===== config.mk =====
export PLATFORM = sky130hd
export DESIGN_NAME = ov_fault_response
export DESIGN_NICKNAME = d
export VERILOG_FILES = /design/src/rtl/delay_timer.v /design/src/rtl/ov_fault_response.v
export VERILOG_INCLUDE_DIRS = /design/src /design/src/rtl
export SDC_FILE = /design/constraint.sdc
export NUM_CORES = 1
export LEC_CHECK = 0
export ABC_AREA = 1
export ABC_CLOCK_PERIOD_IN_PS = 2880
export BUFFER_PORTS_ARGS = -buffer_cell sky130_fd_sc_hd__buf_2
export CORE_MARGIN = 2
export CORE_UTILIZATION = 60
export CTS_CLUSTER_DIAMETER = 200
export DETAILED_ROUTE_END_ITERATION = 6
export PLACE_DENSITY = 0.9
export SYNTH_ARGS = -nofsm -noshare
export SYNTH_HDL_FRONTEND = slang
export SYNTH_SLANG_ARGS = --single-unit

===== constraint.sdc =====
create_clock -name clk_sys -period 2.88 [get_ports clk_sys]
set_clock_uncertainty 0.1 [all_clocks]
set_input_delay 0.432 -clock clk_sys [delete_from_list [all_inputs] [get_ports clk_sys]]
set_output_delay 0.432 -clock clk_sys [all_outputs]
set_load 0.005 [all_outputs]

===== src/rtl/ov_response_consts.vh =====
// Purpose: Constants for the output over-voltage fault response controller
// Assumes: One system clock, byte-wide configuration register
// Notes:   Offsets, field positions, reset values and timing counts
`ifndef OV_RESPONSE_CONSTS_VH
`define OV_RESPONSE_CONSTS_VH

// Command code of the response configuration byte
`define OVR_CFG_CODE        8'h41
// Command code of the delay-unit configuration
`define OVR_UNIT_CODE       8'hd2
// Field positions
`define OVR_RESP_HI         7
`define OVR_RESP_LO         6
`define OVR_RETRY_HI        5
`define OVR_RETRY_LO        3
`define OVR_DELAY_HI        2
`define OVR_DELAY_LO        0
// Response codes
`define OVR_RESP_IGNORE     2'h0
`define OVR_RESP_DELAYED    2'h1
`define OVR_RESP_SHUTDOWN   2'h2
`define OVR_RESP_HOLD       2'h3
// Retry codes
`define OVR_RETRY_NONE      3'h0
`define OVR_RETRY_FOREVER   3'h7
// Reset value of the configuration byte
`define OVR_CFG_RESET       8'h80
// Reset value of the delay unit, in clock cycles
`define OVR_UNIT_RESET      16'h0001
// Restart-pulse length in ns, and in cycles at 125 MHz
`define OVR_RESTART_NS      8
`define OVR_CLK_NS          8
`define OVR_RESTART_CYC     ((`OVR_RESTART_NS + `OVR_CLK_NS - 1) / `OVR_CLK_NS)

`endif


===== src/rtl/delay_timer.v =====
// Purpose: Counts 2^n delay units of a programmable cycle length
// Assumes: Start pulse restarts the count; unit of at least one cycle
// Notes:   Done is a one-cycle registered pulse
`timescale 1ns/100ps
module delay_timer #(
	parameter UNIT_W = 16
) (
	// Clock and reset
	input  wire              clk_sys,
	input  wire              rst_n,
	// Control
	input  wire              start,
	input  wire              cancel,
	input  wire [2:0]        exponent,
	input  wire [UNIT_W-1:0] unit_cycles,
	// Result
	output reg               busy,
	output reg               done
);
	reg  [UNIT_W-1:0] unit_cnt_q;
	reg  [7:0]        units_left_q;
	wire              unit_end;

	assign unit_end = (unit_cnt_q <= {{(UNIT_W-1){1'b0}}, 1'b1});

	always @(posedge clk_sys or negedge rst_n) begin
		if (!rst_n) begin
			unit_cnt_q   <= {UNIT_W{1'b0}};
			units_left_q <= 8'h00;
			busy         <= 1'b0;
			done         <= 1'b0;
		end else begin
			done <= 1'b0;
			if (cancel) begin
				busy <= 1'b0;
			end else if (start) begin
				busy         <= 1'b1;
				unit_cnt_q   <= unit_cycles;
				units_left_q <= 8'h01 << exponent;
			end else if (busy) begin
				if (unit_end) begin
					unit_cnt_q <= unit_cycles;
					if (units_left_q == 8'h01) begin
						busy <= 1'b0;
						done <= 1'b1;
					end else begin
						units_left_q <= units_left_q - 8'h01;
					end
				end else begin
					unit_cnt_q <= unit_cnt_q - {{(UNIT_W-1){1'b0}}, 1'b1};
				end
			end
		end
	end
endmodule // delay_timer


===== src/rtl/ov_fault_response.v =====
// Purpose: Output over-voltage fault response controller with byte configuration
// Assumes: Fault level and on/off command arrive asynchronously; bus writes are same-clock
// Notes:   Bias-power loss is seen as rst_n
//
// Functional notes
// - Response 00 ignores the fault; output keeps regulating.
// - Response 01 runs for the delay, then applies retry setting if fault persists.
// - Response 10 disables output at once, then follows retry setting.
// - Response 11 holds output off while fault present, resumes when gone.
// - Latched fault clears by status clear, clear-all, reset, off-on, power loss.
// - Retry 000 makes no restart; output stays off until cleared.
// - Retry 001 to 011 allow one to three restarts, then latch off.
// - Restart attempts are spaced by delay count times delay unit.
// - Configuration is command 0x41, single-byte read and write.
// - Retry 100 to 110 allow four to six restarts, then latch off.
// - Delay field n selects 2^n units; unit from command 0xd2.
// - Continuous retry stops on off command, power loss or other fault.
`timescale 1ns/100ps
`include "ov_response_consts.vh"
module ov_fault_response #(
	parameter UNIT_W = 16
) (
	// Clock and reset
	input  wire              clk_sys,
	input  wire              rst_n,
	// Management bus byte access
	input  wire [7:0]        cmd_code,
	input  wire              wr_byte,
	input  wire [7:0]        wr_data,
	input  wire              rd_byte,
	output reg  [7:0]        rd_data,
	output reg               rd_valid,
	// Delay unit from the unit configuration
	input  wire [UNIT_W-1:0] unit_cycles,
	// Fault clearing
	input  wire              clear_status,
	input  wire              clear_faults,
	// Converter side
	input  wire              ov_fault_async,
	input  wire              output_on_async,
	input  wire              other_fault,
	output reg               output_enable,
	output reg               fault_latched,
	output reg               restart_pulse,
	output reg  [2:0]        attempt_count
);
	localparam ST_RUN     = 3'h0;
	localparam ST_DELAY   = 3'h1;
	localparam ST_WAIT    = 3'h2;
	localparam ST_HOLD    = 3'h3;
	localparam ST_LATCHED = 3'h4;

	reg  [7:0] cfg_q;
	reg  [2:0] state_q;
	reg        on_prev_q;
	reg        tmr_start_q;
	wire [1:0] pin_async;
	wire [1:0] pin_sync;
	wire       fault;
	wire       on_now;
	wire       on_rise;
	wire       off_cmd;
	wire       any_clear;
	wire       cfg_hit;
	wire [1:0] resp;
	wire [2:0] retries;
	wire [2:0] delay_exp;
	wire       tmr_cancel;
	wire       tmr_busy;
	wire       tmr_done;
	wire       may_retry;
	genvar     gi;

	assign pin_async  = {output_on_async, ov_fault_async};
	assign fault      = pin_sync[0];
	assign on_now     = pin_sync[1];
	assign on_rise    = on_now & ~on_prev_q;
	assign off_cmd    = on_prev_q & ~on_now;
	assign any_clear  = clear_status | clear_faults | on_rise;
	assign cfg_hit    = (cmd_code == `OVR_CFG_CODE);
	assign resp       = cfg_q[`OVR_RESP_HI:`OVR_RESP_LO];
	assign retries    = cfg_q[`OVR_RETRY_HI:`OVR_RETRY_LO];
	assign delay_exp  = cfg_q[`OVR_DELAY_HI:`OVR_DELAY_LO];
	assign tmr_cancel = any_clear | off_cmd | other_fault;
	assign may_retry  = (retries == `OVR_RETRY_FOREVER) | (attempt_count < retries);

	delay_timer #(
		.UNIT_W(UNIT_W)
	) u_timer (
		.clk_sys    (clk_sys),
		.rst_n      (rst_n),
		.start      (tmr_start_q),
		.cancel     (tmr_cancel),
		.exponent   (delay_exp),
		.unit_cycles(unit_cycles),
		.busy       (tmr_busy),
		.done       (tmr_done)
	);

	// Two-stage synchronisers, one per pin
	generate
		for (gi = 0; gi < 2; gi = gi + 1) begin : g_sync
			reg [1:0] stage_q;
			always @(posedge clk_sys or negedge rst_n) begin
				if (!rst_n) begin
					stage_q <= 2'h0;
				end else begin
					stage_q <= {stage_q[0], pin_async[gi]};
				end
			end
			assign pin_sync[gi] = stage_q[1];
		end
	endgenerate

	// Commanded-on history for the off-then-on clear
	always @(posedge clk_sys or negedge rst_n) begin
		if (!rst_n) begin
			on_prev_q <= 1'b0;
		end else begin
			on_prev_q <= on_now;
		end
	end

	// Configuration byte
	always @(posedge clk_sys or negedge rst_n) begin
		if (!rst_n) begin
			cfg_q <= `OVR_CFG_RESET;
		end else if (wr_byte && cfg_hit) begin
			cfg_q <= wr_data;
		end
	end

	// Read port
	always @(posedge clk_sys or negedge rst_n) begin
		if (!rst_n) begin
			rd_data  <= 8'h00;
			rd_valid <= 1'b0;
		end else begin
			rd_valid <= rd_byte;
			if (rd_byte) begin
				rd_data <= cfg_hit ? cfg_q : 8'h00;
			end
		end
	end

	// Response state machine
	always @(posedge clk_sys or negedge rst_n) begin
		if (!rst_n) begin
			state_q       <= ST_RUN;
			output_enable <= 1'b0;
			fault_latched <= 1'b0;
			restart_pulse <= 1'b0;
			attempt_count <= 3'h0;
			tmr_start_q   <= 1'b0;
		end else begin
			tmr_start_q   <= 1'b0;
			restart_pulse <= 1'b0;
			if (any_clear || !on_now) begin
				state_q       <= ST_RUN;
				output_enable <= on_now;
				fault_latched <= 1'b0;
				attempt_count <= 3'h0;
			end else if (other_fault) begin
				state_q       <= ST_LATCHED;
				output_enable <= 1'b0;
			end else begin
				case (state_q)
				ST_RUN: begin
					output_enable <= 1'b1;
					if (fault) begin
						case (resp)
						`OVR_RESP_IGNORE: begin
							state_q <= ST_RUN;
						end
						`OVR_RESP_DELAYED: begin
							state_q     <= ST_DELAY;
							tmr_start_q <= 1'b1;
						end
						`OVR_RESP_SHUTDOWN: begin
							output_enable <= 1'b0;
							fault_latched <= 1'b1;
							state_q       <= may_retry ? ST_WAIT : ST_LATCHED;
							tmr_start_q   <= may_retry;
						end
						default: begin
							output_enable <= 1'b0;
							state_q       <= ST_HOLD;
						end
						endcase
					end
				end
				ST_DELAY: begin
					if (!fault && !tmr_busy && !tmr_start_q) begin
						state_q <= ST_RUN;
					end else if (tmr_done && fault) begin
						output_enable <= 1'b0;
						fault_latched <= 1'b1;
						state_q       <= may_retry ? ST_WAIT : ST_LATCHED;
						tmr_start_q   <= may_retry;
					end else if (tmr_done) begin
						state_q <= ST_RUN;
					end
				end
				ST_WAIT: begin
					output_enable <= 1'b0;
					if (tmr_done) begin
						restart_pulse <= 1'b1;
						output_enable <= 1'b1;
						if (attempt_count != 3'h7) begin
							attempt_count <= attempt_count + 3'h1;
						end
						state_q <= ST_RUN;
					end
				end
				ST_HOLD: begin
					output_enable <= ~fault;
					if (!fault) begin
						state_q <= ST_RUN;
					end
				end
				ST_LATCHED: begin
					output_enable <= 1'b0;
					fault_latched <= 1'b1;
				end
				default: begin
					state_q <= ST_RUN;
				end
				endcase
			end
		end
	end
endmodule // ov_fault_response


==> metrics.txt <==
# TYPE chip_impl_metric gauge
chip_impl_metric{name="synthesis.nets",unit=""} 543
chip_impl_metric{name="yosysSeqAreaShare",unit=""} 0.4075
chip_impl_info{name="worst_hold_path_type",value="in -> async"} 1
chip_impl_metric{name="setup-tns-final",unit="ns"} 0
chip_impl_info{name="most-common-layout-cells",value="148 x sky130_fd_sc_hd__nand2_1, 72 x sky130_fd_sc_hd__inv_1, 57 x sky130_fd_sc_hd__dfrtp_1"} 1
chip_impl_metric{name="core_area",unit="sq mm"} 0.005816
chip_impl_metric{name="route.antenna.remaining_nets",unit=""} 0
chip_impl_metric{name="route.detailed.wl_per_inst",unit="um"} 12.91
chip_impl_info{name="top_sig_layer",value="met4"} 1
chip_impl_info{name="path_common_cell",value="sky130_fd_sc_hd__nand2_1"} 1
chip_impl_metric{name="cp_slowest_stage_delay",unit="ns"} 0.49
chip_impl_metric{name="met2_wirelength",unit="um"} 3813
chip_impl_metric{name="switching_power",unit="uW"} 447.6
chip_impl_info{name="tritoncts_clock_tree",value="yes"} 1
chip_impl_metric{name="post_synthesis_cell_area",unit="sq mm"} 0.003565
chip_impl_metric{name="share_clk_of_total_power",unit=""} 0.420
chip_impl_metric{name="utilization",unit=""} 0.6960
chip_impl_info{name="crit-reg2reg-capture",value="u_timer.unit_cnt_q[5]"} 1
chip_impl_metric{name="detail_route.wirelength",unit="um"} 8094
chip_impl_metric{name="gp_routability_congestion",unit=""} 0.9092
chip_impl_metric{name="syn-mean-instance-area",unit="sq um"} 7.275
chip_impl_metric{name="place.port_buffers",unit=""} 55
chip_impl_metric{name="finalCriticalPeriod",unit="ns"} 2.058
chip_impl_metric{name="timing.final.setup_violations",unit=""} 0
chip_impl_info{name="worstSetupStartpointType",value="flop"} 1
chip_impl_metric{name="first_global_vias",unit=""} 3280
chip_impl_metric{name="timing_max_transition_violations_final",unit=""} 0
chip_impl_metric{name="grt_start_max_net_pins",unit=""} 38
chip_impl_metric{name="pwr_density_cell",unit="mW/mm^2"} 409.4
chip_impl_metric{name="p_int",unit="uW"} 1210
chip_impl_info{name="clock-root-buffer",value="sky130_fd_sc_hd__clkbuf_8"} 1
chip_impl_metric{name="nFillCells",unit=""} 489
chip_impl_metric{name="post_synth_inst_count",unit=""} 490
chip_impl_metric{name="wire_length_of_the_first_global_routing_pass",unit="um"} 14050
chip_impl_info{name="timing.rr.start",value="u_timer.unit_cnt_q[0]"} 1
chip_impl_metric{name="num_rows",unit=""} 28
chip_impl_metric{name="drv_cap",unit=""} 0
chip_impl_info{name="setup.worst_path.end_class",value="flop"} 1
chip_impl_metric{name="comb_power_share",unit=""} 0.070
chip_impl_metric{name="chipWidth",unit="um"} 81.08
chip_impl_metric{name="yosys.cell_types.count",unit=""} 37
chip_impl_metric{name="setup_ws",unit="ns"} 0.8224
chip_impl_info{name="critPathSlowestCell",value="sky130_fd_sc_hd__a21oi_2"} 1
chip_impl_metric{name="vias_per_cell",unit=""} 5.372
chip_impl_info{name="path_cells",value="inv_1, ha_1, inv_1, nand2_1, nand2_1, nor2_4, a21oi_2, nand3_1, nand3_1, nand2_1"} 1
chip_impl_metric{name="critical_path_arrival",unit="ns"} 2.20
chip_impl_metric{name="dr.first_iter.drc_count",unit=""} 239
chip_impl_metric{name="gr-total-overflow",unit=""} 0
chip_impl_metric{name="power_frac_seq",unit=""} 0.510
chip_impl_metric{name="ys_seq_elements",unit=""} 58
chip_impl_metric{name="final_min_period_over_clock_period",unit=""} 0.7144
chip_impl_metric{name="reg2reg_depth",unit=""} 10
chip_impl_info{name="run_status",value="complete, no violations"} 1
chip_impl_metric{name="cts_repair_resize_count",unit=""} 0
chip_impl_metric{name="tritoncts.num_buffers",unit=""} 9
chip_impl_metric{name="worst_skew_pair_latency",unit="ns"} 0.36
chip_impl_metric{name="irDropWorstVdd",unit="V"} 0.0003476
chip_impl_info{name="ys_top_cells_by_area",value="sky130_fd_sc_hd__dfrtp_1 40%, sky130_fd_sc_hd__nand2_1 16%, sky130_fd_sc_hd__inv_1 7.6%"} 1
chip_impl_metric{name="area.growth.synth_to_final",unit="%"} 13.55
chip_impl_metric{name="hpwl_dp",unit="um"} 6038
chip_impl_metric{name="grt_util_all_layers",unit=""} 0.2751
chip_impl_metric{name="die_height",unit="um"} 81.08
chip_impl_metric{name="antenna_found_initial",unit=""} 0
chip_impl_metric{name="synth_top_cell_area_share",unit=""} 0.4001
chip_impl_metric{name="design.portCount",unit=""} 56
chip_impl_metric{name="clock_tree.htree_level_count",unit=""} 3
chip_impl_metric{name="nets_finish",unit=""} 600
chip_impl_metric{name="dieArea",unit="sq mm"} 0.006574
chip_impl_metric{name="clockBufferDepth",unit=""} 2
chip_impl_metric{name="route.vias.total",unit=""} 3368
chip_impl_metric{name="clock_transition_at_path_regs",unit="ns"} 0.08
chip_impl_metric{name="final-hold-violation-count",unit=""} 0
chip_impl_metric{name="floorplan.initialDensity",unit=""} 0.6130
chip_impl_metric{name="dpl_worst_slack",unit="ns"} 0.7566
chip_impl_metric{name="cts_post_setup_buffers_inserted",unit=""} 0
chip_impl_metric{name="worst-endpoint-required",unit="ns"} 3.02
chip_impl_metric{name="insertedDiodeCount",unit=""} 0
chip_impl_metric{name="timing.critical_path.fanout_max",unit=""} 13
chip_impl_info{name="synth_top_area_cell",value="sky130_fd_sc_hd__dfrtp_1"} 1
chip_impl_metric{name="wl_met1",unit="um"} 3662
chip_impl_metric{name="cts-hold-fix-buffers",unit=""} 0
chip_impl_metric{name="power.share.switching",unit=""} 0.2701
chip_impl_metric{name="fmax",unit="MHz"} 486.0
chip_impl_metric{name="tritoncts_num_sinks",unit=""} 58
chip_impl_info{name="worst-setup-path-type",value="reg -> reg"} 1
chip_impl_metric{name="r2r_slack",unit="ns"} 0.82
chip_impl_metric{name="route.met3.wl",unit="um"} 435
chip_impl_metric{name="ys_warn_count",unit=""} 0
chip_impl_metric{name="detail_route.drc_violations",unit=""} 0
chip_impl_metric{name="static_leak",unit="uW"} 0.002273
chip_impl_info{name="layout_commonest_cell",value="sky130_fd_sc_hd__nand2_1"} 1
chip_impl_info{name="rsz_0062_raised_after_global_routing",value="no"} 1
chip_impl_metric{name="max-slew-margin-rel",unit=""} 0.4561
chip_impl_metric{name="1st_pass_router_iterations",unit=""} 5
chip_impl_metric{name="worst_pin_slew",unit="ns"} 0.8159
chip_impl_metric{name="layout-drive-gt1-share",unit=""} 0.1866
## flip-flops by register name, indices dropped and copies added, names as in the netlist, 3 cells and up
name and cells:
state_q 3, cfg_q 8, rd_data 8, g_sync.stage_q 4, u_timer.units_left_q 8, u_timer.unit_cnt_q 16
attempt_count 3
## power by group through the flow
| stage | clock [uW] | combinational, uW | sequential, uW |
|---|---|---|---|
| 3_3_place_gp | 0 | 112 | 859 |
| 3_5_place_dp | 0 | 116 | 860 |
| 2_1_floorplan | 0 | 54.9 | 855 |
| 4_1_cts | 705 | 117 | 845 |
| 5_1_grt | 738 | 133 | 847 |
| 6_report | 696 | 116 | 845 |
## final cells by class
cell class	count	area, sq um	share of cell area
multi-input combinational	346	1750	0.4325
sequential	58	1453	0.3589
timing repair buffer	57	290.3	0.07172
inverter	75	281.5	0.06955
clock buffer	10	137.6	0.03400
tap	75	93.84	0.02318
clock inverter	6	41.29	0.01020
## stage by stage
stage | std cells | hold slack [ns] | instance area, sq um | power, uW
6_report | 627 | 0.06788 | 4048 | 1657
5_1_grt | 627 | 0.08139 | 4048 | 1717
3_3_place_gp | 611 | 0.2566 | 3869 | 971.1
3_5_place_dp | 611 | 0.2497 | 3869 | 975.9
4_1_cts | 627 | 0.07920 | 4048 | 1666
2_1_floorplan | 490 | 0.03641 | 3565 | 910.2
## worst max-delay path by stage
stage	slack, ns	start	depth (start not counted)	end
2_1_floorplan	1.22	u_timer.unit_cnt_q[0]	12	u_timer.unit_cnt_q[0]
3_3_place_gp	0.85	cmd_code[2]	5	cfg_q[6]
3_5_place_dp	0.76	cmd_code[1]	5	cfg_q[4]
4_1_cts	0.84	u_timer.unit_cnt_q[0]	10	u_timer.unit_cnt_q[5]
5_1_grt	0.66	u_timer.unit_cnt_q[0]	12	u_timer.units_left_q[5]
6_report	0.82	u_timer.unit_cnt_q[0]	10	u_timer.unit_cnt_q[5]
## Yosys cell counts, drive strengths merged
cell and number:
dfstp 1, nor4b 1, nand2 157, nor4 3
nand4 7, dfrtp 57, a31oi 1, o21bai 1
nand3b 1, o22ai 8, o211ai 3, buf 8
a22oi 2, xor2 4, o21ai 36, ha 12
nor2 46, a21oi 20, nor3 5, nand3 35
inv 75, xnor2 4, clkbuf 3
## kinds of logic after synthesis
group	count (synthesis)	share of synthesized area
adders and majority gates	12	0.04212
buffers and inverters	86	0.1014
AOI/OAI and AO/OA	71	0.1162
and+or+nand+nor	255	0.3131
xor gates and xnor gates	8	0.01965
DFF	58	0.4075
## metal layers
layer,track usage,vias up
met5,0,-
met4,0.1136,0
met3,0.06556,16
met2,0.4355,119
met1,0.3636,1560
li1,-,1673
## worst max-delay path, delay by kind of cell (launching register included)
family / cells / cell delay, ns
AO/OA/AOI/OAI: 1 / 0.49
buffers and inverters: 2 / 0.19
adder cells (fa/ha/maj): 1 / 0.25
flip-flops: 1 / 0.38
AND/OR/NAND/NOR: 6 / 0.54
Power figures use the tool's default switching activity.
